**src/timer_cfg_pkg.sv**
```systemverilog
// Purpose: shared constants for the timer mode and i/o configuration block
// Assumes: 32-bit avalon-mm slave, one aligned word per register
// Notes: offsets are byte addresses
package timer_cfg_pkg;
    localparam int NUM_CH = 5;
    localparam int NUM_SLOT = 20; // four general register slots per channel, c and d absent on channels 1 and 2
    // register groups, channel n sits at base + 4 * n
    localparam logic [7:0] MODE_BASE = 8'h00;
    localparam logic [7:0] IOAB_BASE = 8'h20;
    localparam logic [7:0] IOCD_BASE = 8'h40;
    localparam logic [7:0] CLKSEL_OFF = 8'h60;
    // channels that own general registers c and d
    localparam logic [4:0] CD_MASK = 5'h19;
    // mode register layout
    localparam int BUF_BD_BIT = 5;
    localparam int BUF_AC_BIT = 4;
    localparam logic [1:0] MODE_FIXED = 2'h3;
    localparam logic [7:0] MODE_RESET = 8'hc0;
    localparam logic [7:0] IO_RESET = 8'h00;
    localparam logic [2:0] CLKSEL_RESET = 3'h0;
    // operating mode codes
    localparam logic [3:0] MD_NORMAL = 4'h0;
    localparam logic [3:0] MD_PWM1 = 4'h2;
    localparam logic [3:0] MD_PWM2 = 4'h3;
    localparam logic [3:0] MD_RSYNC = 4'h8;
    localparam logic [3:0] MD_CPWM_PEAK = 4'hd;
    localparam logic [3:0] MD_CPWM_VALLEY = 4'he;
    localparam logic [3:0] MD_CPWM_BOTH = 4'hf;
    // channel 4 clock source codes
    localparam logic [2:0] CS_DIV1 = 3'h0;
    localparam logic [2:0] CS_DIV4 = 3'h1;
    localparam logic [2:0] CS_DIV16 = 3'h2;
    localparam logic [2:0] CS_DIV64 = 3'h3;
    localparam logic [2:0] CS_DIV256 = 3'h4;
    localparam logic [2:0] CS_DIV1024 = 3'h5;
    localparam logic [2:0] CS_EXT_FIRST = 3'h6;
    localparam logic [2:0] CS_EXT_SECOND = 3'h7;
    localparam int PRESC_W = 10; // enough for the divide by 1024 tap
endpackage : timer_cfg_pkg

```
**src/io_field_decode.sv**
```systemverilog
// Purpose: decode one four-bit i/o control field of a general register
// Assumes: field comes straight from a configuration flop
// Notes: a buffered or absent register has all functions off
module io_field_decode
    import timer_cfg_pkg::*;
(
    input wire logic [3:0] i_field,
    input wire logic i_present,
    input wire logic i_buffered,
    output logic o_cmp_en,
    output logic o_cap_en,
    output logic o_init_lvl,
    output logic [1:0] o_match_act,
    output logic [1:0] o_cap_edge
);
    logic live;

    // buffer use overrides the field entirely
    always_comb begin
        live = i_present & ~i_buffered;
        // output disabled is still a compare register, only the pin idles
        o_cmp_en = live & ~i_field[3];
        o_init_lvl = live & ~i_field[3] & i_field[2];
        o_match_act = (live & ~i_field[3]) ? i_field[1:0] : 2'h0;
        // only the pin capture codes 10xx are handled here
        o_cap_en = live & (i_field[3:2] == 2'h2);
        o_cap_edge = 2'h0;
        if (o_cap_en) begin
            o_cap_edge = i_field[1] ? 2'h3 : (i_field[0] ? 2'h2 : 2'h1);
        end
    end
endmodule : io_field_decode

```
**src/timer_cfg_top.sv**
```systemverilog
// Purpose: mode, i/o control and channel 4 clock source registers
// Assumes: avalon-mm slave, single clock, standby comes from same clock
// Notes: manual reset has no path here, so it leaves the registers alone
// Functional notes
// - channel 4 codes 000, 001, 011 pick clock undivided, /4, /64
// - channel 4 codes 110 and 111 pick first and second external clock
// - mode registers reset to c0 on power-on or standby only
// - five mode registers; bits 7 and 6 read one, writes ignored
// - bit 5 pairs general registers b and d as buffer
// - bit 4 pairs general registers a and c as buffer
// - buffered register d never captures or compares
// - buffered register c never captures or compares
// - channels 1 and 2 buffer bits read zero, ignore writes
// - mode field: normal, pwm 1, pwm 2, four quadrature modes, reset pwm
// - codes d, e, f give complementary pwm at peak, valley, both
// - reset and complementary pwm only on channel 3; channel 4 follows
// - eight i/o control registers: two on 0, 3, 4; one on 1, 2
// - i/o control registers reset to zero on power-on or standby
// - first i/o register: high nibble is b, low nibble is a
// - second i/o register: high nibble is d, low nibble is c
// - buffered c or d ignores its i/o field
// - top bit clear: compare, bit 2 initial level, low bits action
// - codes 1000, 1001, 101x capture on rising, falling, both edges
//
// Design decisions made here: the placing of the registers and register access over Avalon-MM.
module timer_cfg_top
    import timer_cfg_pkg::*;
(
    input wire logic i_mclk,
    input wire logic i_rst_n,
    input wire logic i_standby,
    input wire logic [7:0] i_avs_address,
    input wire logic i_avs_read,
    input wire logic i_avs_write,
    input wire logic [31:0] i_avs_writedata,
    input wire logic [3:0] i_avs_byteenable,
    output logic [31:0] o_avs_readdata,
    output logic o_avs_waitrequest,
    input wire logic i_ext_clock_in_first,
    input wire logic i_ext_clock_in_second,
    output logic o_ch4_count_tick,
    output logic [19:0] o_eff_mode,
    output logic [4:0] o_pwm1,
    output logic [4:0] o_pwm2,
    output logic [4:0] o_phase,
    output logic [4:0] o_rsync,
    output logic [4:0] o_compl,
    output logic [1:0] o_compl_xfer,
    output logic [4:0] o_buffer_pair_a_c,
    output logic [4:0] o_buffer_pair_b_d,
    output logic [19:0] o_cmp_en,
    output logic [19:0] o_cap_en,
    output logic [19:0] o_init_lvl,
    output logic [39:0] o_match_act,
    output logic [39:0] o_cap_edge
);
    typedef struct packed {
        logic ack;
        logic [31:0] rdata;
        logic [4:0][3:0] op_mode_field;
        logic [4:0] buffer_pair_a_c;
        logic [4:0] buffer_pair_b_d;
        logic [4:0][7:0] io_ab;
        logic [4:0][7:0] io_cd;
        logic [2:0] clock_source_field;
        logic [PRESC_W-1:0] presc;
        logic [2:0] ext_a;
        logic [2:0] ext_b;
        logic tick;
    } state_t;

    state_t s_q;
    state_t s_d;
    logic [1:0] rst_sync_q;
    logic rst_n;
    logic req;
    logic wr_take;
    logic [2:0] grp;
    logic [2:0] ch;
    logic ch_ok;
    logic couple;

    // release reset through two flops so every flop leaves reset together
    always_ff @(posedge i_mclk or negedge i_rst_n) begin
        if (!i_rst_n) begin
            rst_sync_q <= 2'h0;
        end else begin
            rst_sync_q <= {rst_sync_q[0], 1'b1};
        end
    end
    assign rst_n = rst_sync_q[1];

    // bus decode; a word is answered one cycle after the request rises
    assign req = i_avs_read | i_avs_write;
    assign o_avs_waitrequest = req & ~s_q.ack;
    assign wr_take = s_q.ack & i_avs_write & i_avs_byteenable[0];
    assign grp = i_avs_address[7:5];
    assign ch = i_avs_address[4:2];
    assign ch_ok = (ch < 3'(NUM_CH));
    assign o_avs_readdata = s_q.rdata;

    // read view, fixed and reserved bits forced on every read
    function automatic logic [31:0] rd_word(input state_t s,
                                            input logic [2:0] g,
                                            input logic [2:0] c,
                                            input logic ok);
        logic [31:0] w;
        w = 32'h0;
        if (ok && g == IOAB_BASE[7:5]) begin
            w[7:0] = s.io_ab[c];
        end else if (ok && g == IOCD_BASE[7:5] && CD_MASK[c]) begin
            w[7:0] = s.io_cd[c];
        end else if (ok && g == MODE_BASE[7:5]) begin
            w[7:0] = {MODE_FIXED, s.buffer_pair_b_d[c],
                      s.buffer_pair_a_c[c], s.op_mode_field[c]};
        end else if (g == CLKSEL_OFF[7:5] && c == 3'h0) begin
            w[2:0] = s.clock_source_field;
        end
        return w;
    endfunction : rd_word

    // one next-state copy for the whole block
    always_comb begin
        s_d = s_q;
        s_d.ack = req & ~s_q.ack;
        if (req && !s_q.ack) begin
            s_d.rdata = rd_word(s_q, grp, ch, ch_ok);
        end
        s_d.presc = s_q.presc + PRESC_W'(1);
        s_d.ext_a = {s_q.ext_a[1:0], i_ext_clock_in_first};
        s_d.ext_b = {s_q.ext_b[1:0], i_ext_clock_in_second};
        // writes land only at the edge where waitrequest is low
        if (wr_take && ch_ok && grp == MODE_BASE[7:5]) begin
            s_d.op_mode_field[ch] = i_avs_writedata[3:0];
            if (CD_MASK[ch]) begin
                s_d.buffer_pair_a_c[ch] = i_avs_writedata[BUF_AC_BIT];
                s_d.buffer_pair_b_d[ch] = i_avs_writedata[BUF_BD_BIT];
            end
        end
        if (wr_take && ch_ok && grp == IOAB_BASE[7:5]) begin
            s_d.io_ab[ch] = i_avs_writedata[7:0];
        end
        if (wr_take && ch_ok && grp == IOCD_BASE[7:5] && CD_MASK[ch]) begin
            s_d.io_cd[ch] = i_avs_writedata[7:0];
        end
        if (wr_take && grp == CLKSEL_OFF[7:5] && ch == 3'h0) begin
            s_d.clock_source_field = i_avs_writedata[2:0];
        end
        // standby reinitialises configuration, not the bus or prescaler
        if (i_standby) begin
            s_d.op_mode_field = '0;
            s_d.buffer_pair_a_c = MODE_RESET[4:0];
            s_d.buffer_pair_b_d = '0;
            s_d.io_ab = '0;
            s_d.io_cd = '0;
            s_d.clock_source_field = CLKSEL_RESET;
        end
        // channel 4 counter clock selection
        case (s_q.clock_source_field)
            CS_DIV1: s_d.tick = 1'b1;
            CS_DIV4: s_d.tick = &s_q.presc[1:0];
            CS_DIV16: s_d.tick = &s_q.presc[3:0];
            CS_DIV64: s_d.tick = &s_q.presc[5:0];
            CS_DIV256: s_d.tick = &s_q.presc[7:0];
            CS_DIV1024: s_d.tick = &s_q.presc[9:0];
            CS_EXT_FIRST: s_d.tick = s_q.ext_a[1] & ~s_q.ext_a[2];
            CS_EXT_SECOND: s_d.tick = s_q.ext_b[1] & ~s_q.ext_b[2];
            default: s_d.tick = 1'b0;
        endcase
    end

    // single register stage for the whole state
    always_ff @(posedge i_mclk or negedge rst_n) begin
        if (!rst_n) begin
            s_q <= '0;
        end else begin
            s_q <= s_d;
        end
    end
    assign o_ch4_count_tick = s_q.tick;
    assign o_buffer_pair_a_c = s_q.buffer_pair_a_c;
    assign o_buffer_pair_b_d = s_q.buffer_pair_b_d;

    // channel 3 in reset or complementary pwm drags channel 4 along
    always_comb begin
        couple = (s_q.op_mode_field[3] == MD_RSYNC) ||
                 (s_q.op_mode_field[3] == MD_CPWM_PEAK) ||
                 (s_q.op_mode_field[3] == MD_CPWM_VALLEY) ||
                 (s_q.op_mode_field[3] == MD_CPWM_BOTH);
    end

    // per-channel mode decode; reserved codes simply decode to nothing
    genvar gc;
    generate
        for (gc = 0; gc < NUM_CH; gc++) begin : g_ch
            logic [3:0] md;
            logic sync_ok;
            assign md = (gc == 4 && couple) ? s_q.op_mode_field[3]
                                            : s_q.op_mode_field[gc];
            assign sync_ok = (gc == 3) || (gc == 4 && couple);
            assign o_eff_mode[gc*4 +: 4] = md;
            assign o_pwm1[gc] = (md == MD_PWM1);
            assign o_pwm2[gc] = (md == MD_PWM2);
            assign o_phase[gc] = (md[3:2] == 2'h1);
            assign o_rsync[gc] = sync_ok & (md == MD_RSYNC);
            assign o_compl[gc] = sync_ok & (md[3:2] == 2'h3) &
                                 (md[1:0] != 2'h0);
        end
    endgenerate
    // bit 0 transfer at peak, bit 1 transfer at valley
    always_comb begin
        o_compl_xfer = 2'h0;
        if (o_compl[3]) begin
            o_compl_xfer[0] = (s_q.op_mode_field[3] != MD_CPWM_VALLEY);
            o_compl_xfer[1] = (s_q.op_mode_field[3] != MD_CPWM_PEAK);
        end
    end

    // slot = channel * 4 + register, registers ordered a, b, c, d
    genvar gs;
    generate
        for (gs = 0; gs < NUM_SLOT; gs++) begin : g_slot
            localparam int CH = gs / 4;
            localparam int RG = gs % 4;
            logic [3:0] fld;
            logic present;
            logic buffered;
            // high nibble drives b or d, low nibble a or c
            assign fld = (RG == 0) ? s_q.io_ab[CH][3:0] :
                         (RG == 1) ? s_q.io_ab[CH][7:4] :
                         (RG == 2) ? s_q.io_cd[CH][3:0] :
                                     s_q.io_cd[CH][7:4];
            assign present = (RG < 2) || CD_MASK[CH];
            assign buffered = (RG == 2) ? s_q.buffer_pair_a_c[CH] :
                              (RG == 3) ? s_q.buffer_pair_b_d[CH] :
                                          1'b0;
            io_field_decode u_dec (
                .i_field(fld),
                .i_present(present),
                .i_buffered(buffered),
                .o_cmp_en(o_cmp_en[gs]),
                .o_cap_en(o_cap_en[gs]),
                .o_init_lvl(o_init_lvl[gs]),
                .o_match_act(o_match_act[gs*2 +: 2]),
                .o_cap_edge(o_cap_edge[gs*2 +: 2])
            );
        end
    endgenerate
endmodule : timer_cfg_top

```
**config.mk**
```make
export PLATFORM = sky130hd
export DESIGN_NAME = timer_cfg_top
export DESIGN_NICKNAME = d
export VERILOG_FILES = /design/src/timer_cfg_pkg.sv /design/src/io_field_decode.sv /design/src/timer_cfg_top.sv
export SDC_FILE = /design/constraint.sdc
export NUM_CORES = 1
export LEC_CHECK = 0
export ABC_CLOCK_PERIOD_IN_PS = 5200
export BUFFER_PORTS_ARGS = -buffer_cell sky130_fd_sc_hd__buf_2
export CAP_MARGIN = 5
export CELL_PAD_IN_SITES_DETAIL_PLACEMENT = 1
export CELL_PAD_IN_SITES_GLOBAL_PLACEMENT = 2
export CORE_UTILIZATION = 30
export DETAILED_ROUTE_END_ITERATION = 10
export PLACE_DENSITY_LB_ADDON = 0.1
export SETUP_SLACK_MARGIN = 0.1
export SYNTH_ARGS = -nofsm -noshare
export SYNTH_HDL_FRONTEND = slang
export SYNTH_SLANG_ARGS = --single-unit
```
**constraint.sdc**
```tcl
create_clock -name i_mclk -period 5.2 [get_ports i_mclk]
set_input_delay 0.78 -clock i_mclk [delete_from_list [all_inputs] [get_ports i_mclk]]
set_output_delay 0.78 -clock i_mclk [all_outputs]
set_load 0.005 [all_outputs]
```
* After elaboration in Yosys (flattened, before gate mapping) *
Memories as Yosys holds them, arrays and structs flattened.
Index checks and enable logic that the tools add are counted.

word-level totals
  output and inout port bits = 231
  logic and storage cells = 277
  memory bits (read-only) = 8
  memories = 1
  register bits = 141

cells by class
  bitwise gates (word level) = 63
  eq/ne operators = 50
  $add $sub $neg = 1
  multiplexer cells = 100
  $lt $le $gt $ge = 3
  reduce and logical (&&, ||, !) cells = 34

memory list
  memory           words  bits a word  rd ports  clocked after Yosys merged registers in  write ports  line                  text
  (no name shown)  8      1            1         0                                        0            timer_cfg_top.sv:143  if (wr_take && ch_ok && grp == IOCD_BASE[7:5] && CD_MASK[ch]) begin

operators by type and width
  operator                                                               count
  2-bit two-way mux                                                      65
  113-bit two-way mux                                                    1
  40-bit bitwise mux                                                     2
  40-bit two-way mux                                                     2
  8-bit binary-select mux with 3-bit select                              2
  4-bit by 2-bit equality test with 1-bit output, second input constant  10
  8-bit two-way mux                                                      5
  1-bit bitwise AND                                                      37
  2-bit equality test, second input constant                             18
  30-bit two-way mux                                                     1
  1-bit inverter                                                         25
  8-bit demux with 3-bit select                                          1
  20-bit bitwise mux                                                     1
  4-bit equality test, second input constant                             5
  1-bit logical AND                                                      14
  2-bit nonzero test                                                     7
  4-bit binary-select mux with 3-bit select                              1
  4-bit demux with 3-bit select                                          1
  3-bit by 2-bit equality test with 1-bit output, second input constant  4
  3-bit equality test, second input constant                             4
  4-bit two-way mux                                                      3
  10-bit by 1-bit adder with 10-bit output, second input constant        1
  5-bit bitwise mux                                                      2
  2-bit by 1-bit equality test with 1-bit output, second input constant  5
  other kinds (21)                                                       34

* Depth between registers and ports, before layout *
  depth after elaboration = 8
  depth in mapped cells = 10

* By module *
A second synthesis with hierarchy kept.

second synthesis, totals
  cell total of the unflattened synthesis = 952
  area total of the unflattened synthesis = 8,961.1 um2

modules (own cells, without submodules)
  module           instances  cells each  seq. area each (um2)  area an instance (um2)
  timer_cfg_top    1          792         3,528.4               7,634.8
  io_field_decode  20         8           0.0                   66.3

* Least setup slack after synthesis *
OpenSTA, ideal clock, no wires.

  kind = in2reg
  start point = input port i_avs_address[2]
  end point = register s_q, in the netlist g_slot[18].fld[0]
  setup time = 0.132 ns
  stages = 10
  arrival = 2.523 ns
  setup slack = 2.545 ns
  buffers on the path = 3
  cells stage by stage = buf_6 > buf_4 > inv_1 > ha_1 > nor2b_1 > nor4_4 > clkbuf_8 > nand3_4 > mux2i_1 > nor2_1

on the way
  longest elaborated chain between the ends = 7
  elaborated cells between the ends (all ways) = 15
  classes of those cells = order compare (3); mux (6); reduce/logical (5); memory (1)

RTL lines
  element                                                                                                                                              line                  text
  start: declaration                                                                                                                                   timer_cfg_top.sv:32   input wire logic [7:0] i_avs_address,
  3-bit by 4-bit < comparator with 1-bit output (implied by the code) or 3-bit by 1-bit greater-or-equal comparator with 1-bit output (tied branches)  timer_cfg_top.sv:144  s_d.io_cd[ch] = i_avs_writedata[7:0];
  1-bit logical AND (implied by the code)                                                                                                              timer_cfg_top.sv:144
  8-bit two-way mux (implied by the code)                                                                                                              timer_cfg_top.sv:144
  8-bit demux with 3-bit select                                                                                                                        timer_cfg_top.sv:144
  40-bit bitwise mux                                                                                                                                   timer_cfg_top.sv:144
  40-bit two-way mux                                                                                                                                   timer_cfg_top.sv:143
  113-bit two-way mux                                                                                                                                  timer_cfg_top.sv:150  if (i_standby) begin
  end signal: assignment                                                                                                                               timer_cfg_top.sv:175  s_q <= '0;
  end signal: assignment                                                                                                                               timer_cfg_top.sv:177  s_q <= s_d;
  end: declaration                                                                                                                                     timer_cfg_top.sv:72   state_t s_q;

Several ways; a longest one is shown, not always the timed one. The select of a mux whose other input is x is not followed.
A chain may end at the register's enable or synchronous reset.

* Worst setup path in the final report *
  start point = input port i_avs_address[2]
  end point = register s_q, in the netlist g_slot[7].fld[0]

Same word-level chain as after synthesis.

==> metrics.yaml <==
finish:
  final_common_cell: "buf_2"
  drive_gt1_frac: 0.2365
  final_cell_mix: "193 x buf_2, 140 x dfrtp_1, 113 x nor2_1"
  fin_nets: 1173
  areaGrowthSynthToFinish_pct: 11.71
  fillers: 3568
floorplan:
  pin_count: 282
  dieArea_sq_mm: 0.03093
  rows: 63
  die_w_um: 175.9
  core_sq_mm: 0.02972
  die_y_um: 175.9
  initial_core_util: 0.3052
clock_tree:
  hold_buffers: 0
  clock_sinks: 141
  cts_inserted_buffers: 17
  htree_num_levels: 4
  post-cts-setup-buffer-count: 0
  clk_path_buf_depth: 2
  cts_tree: "done"
  clk_latency_ns: 0.43
  cts-root-buf: "clkbuf_16"
  post_cts_resize_count: 0
  clkSlewWorstSetupHoldPaths_ns: 0.07
yosys:
  avgSynthCellArea_sq_um: 8.745
  ys.flop_type: "dfrtp_1"
  mappedNetlistArea_sq_mm: 0.009069
  synth_edf_count: 0
  syn_inst: 1037
  synth-seq-area-share: 0.3891
  synth_cell_types: 66
  yosys_warnings: 0
  synth_seq_cells: 141
  async_flop_share: 1.000
route:
  wire_per_inst_um: 20.27
  first_iter_violations: 397
  num_vias: 7461
  ant_nets: 0
  routed_wl_um: 30890
  drt_pre_antenna_iters: 4
  viasPerCell: 4.896
  drc: 0
sta:
  finalClockSkew_ns: 0.01718
  slew-limit-headroom: 0.3549
  drv_slew: 0
  rsz0062_at_grt: "false"
  hold_ws_ns: 0.1129
  fin_crit_ns: 2.914
  finalHoldViolCount: 0
  worstMarginPinSlew_ns: 0.9676
  setup_tns_ns: 0
  setup_viol: 0
  fmax_ghz: 0.3432
  fin_crit_sh: 0.5603
hold_path:
  hold_class: "input pin to async pin"
power:
  leakagePower_nw: 5.222
  ir_worst_vdd_v: 0.0001968
  power_mw: 2.750
  p_per_area_mw_per_mm2: 271.5
global_routing:
  grt_pass1_vias: 7416
  grt_antenna_before_repair: 1
  grt_max_degree: 74
  grt_pass1_wl_um: 47390
  grt-ovfl-total: 0
  groute.usage.overall: 0.2041
setup_path:
  worst-path-max-fanout: 12
  r2r_start: "s_q[162]"
  cp-end-kind: "register"
  rrSetupSlack_ns: 2.64
  critPathRequiredTime_ns: 5.48
  startpoint: "i_avs_address[2]"
  reg2reg_depth: 6
  arrival_ns: 3.19
  worstSetupPathType: "input pin to register"
  start_kind: "input pin"
  critPathCapture: "g_slot[7].fld[0]"
  reg2reg_to: "g_slot[4].fld[3]"
place:
  globalplace.congestion: 0.7603
  io_buffers: 194
  place_hpwl_um: 21680
status:
  status: "complete, no violations"
job:
  maxCapViolCount: 0
## state kept, by name, summed over array words and instances (netlist names)
signal,count
rst_sync_q,2
g_slot.fld,80
o_buffer_pair_b_d,5
s_d,4
o_ch4_count_tick,1
o_avs_readdata,8
g_ch.md,16
s_q,20
o_buffer_pair_a_c,5
## cell usage after synthesis (4+ instances only)
master / number / area, sq um
mux2i_1: 76 / 760.7
xor2_1: 4 / 35.03
a32o_1: 4 / 40.04
nor4b_1: 4 / 35.03
a21oi_1: 74 / 370.4
nor2b_1: 33 / 206.5
a31oi_1: 6 / 37.54
nor3b_1: 7 / 52.55
clkbuf_1: 32 / 120.1
mux2_2: 12 / 135.1
o21ai_0: 27 / 135.1
buf_4: 149 / 1119
a221oi_1: 4 / 35.03
nand2b_1: 15 / 93.84
inv_1: 48 / 180.2
xnor2_1: 5 / 43.79
nand2_1: 88 / 330.3
o21a_1: 6 / 45.04
nor3_1: 12 / 60.06
a22oi_1: 13 / 97.59
dfrtp_1: 141 / 3528
a21boi_0: 6 / 45.04
and3_1: 4 / 25.02
nand3_4: 4 / 70.07
and2_1: 12 / 75.07
nor2_1: 113 / 424.2
o211ai_1: 6 / 45.04
buf_2: 14 / 70.07
nand3_1: 63 / 315.3
## routing by layer
layer	vias to the layer above	GRT usage	part of all wire
met2	214	0.3081	0.45
met4	0	0.05399	0.014
met5	-	0	0
met1	3750	0.2985	0.49
li1	3480	-	-
met3	17	0.03377	0.052
## worst max-delay path, cell delays in order
cell,delay [ns]
buf_2,0.32
inv_1,0.24
ha_1,0.35
nor2b_1,0.20
nor4_4,0.25
buf_4,0.27
nand4_2,0.42
mux2i_1,0.29
nor2_1,0.05
## where the power goes
part / internal [mW] / switching [mW]
Clock: 0.857 / 0.526
Sequential: 1.12 / 0.0301
Combinational: 0.0572 / 0.162
Total: 2.03 / 0.718
## kinds of logic after synthesis
family,synth area share
simple gates,0.2070
buf+inv,0.1704
compound gates,0.1176
flops,0.3891
mux,0.1038
xor+xnor,0.008691
fa+ha+maj,0.002759
other cells,0.0008281
## worst min-delay path by stage
stage / slack, ns / endpoint / cells past startpoint
global route: 0.09 / rst_sync_q[1] / 1
detailed placement: 0.34 / g_slot[3].fld[2] / 0
global placement: 0.33 / s_d[3] / 0
floorplan: 0.33 / rst_sync_q[1] / 0
finish: 0.11 / rst_sync_q[1] / 1
CTS: 0.1 / rst_sync_q[1] / 1
## area by class of cell
cell class	count	area (sq um)	area share
repair buffers	207	1071	0.1057
well taps	390	488.0	0.04817
diodes	1	2.502	0.0002470
inverters	49	183.9	0.01815
flip-flops and latches	141	3532	0.3486
clock buffers	19	432.9	0.04273
clock inverters	13	211.5	0.02087
multi-input cells	704	4209	0.4155
## stage by stage
| stage | util | worst slack (ns) | std cells | area, sq um |
|---|---|---|---|---|
| after detailed placement | 0.3191 | 1.848 | 1491 | 9484 |
| after global placement | 0.3191 | 1.853 | 1491 | 9484 |
| after CTS | 0.3408 | 2.295 | 1523 | 10130 |
| after global routing | 0.3409 | 2.114 | 1524 | 10130 |
| final | 0.3409 | 2.286 | 1524 | 10130 |
| after floorplan | - | 0.9806 | 1094 | 9283 |
Power figures use the tool's default switching activity.
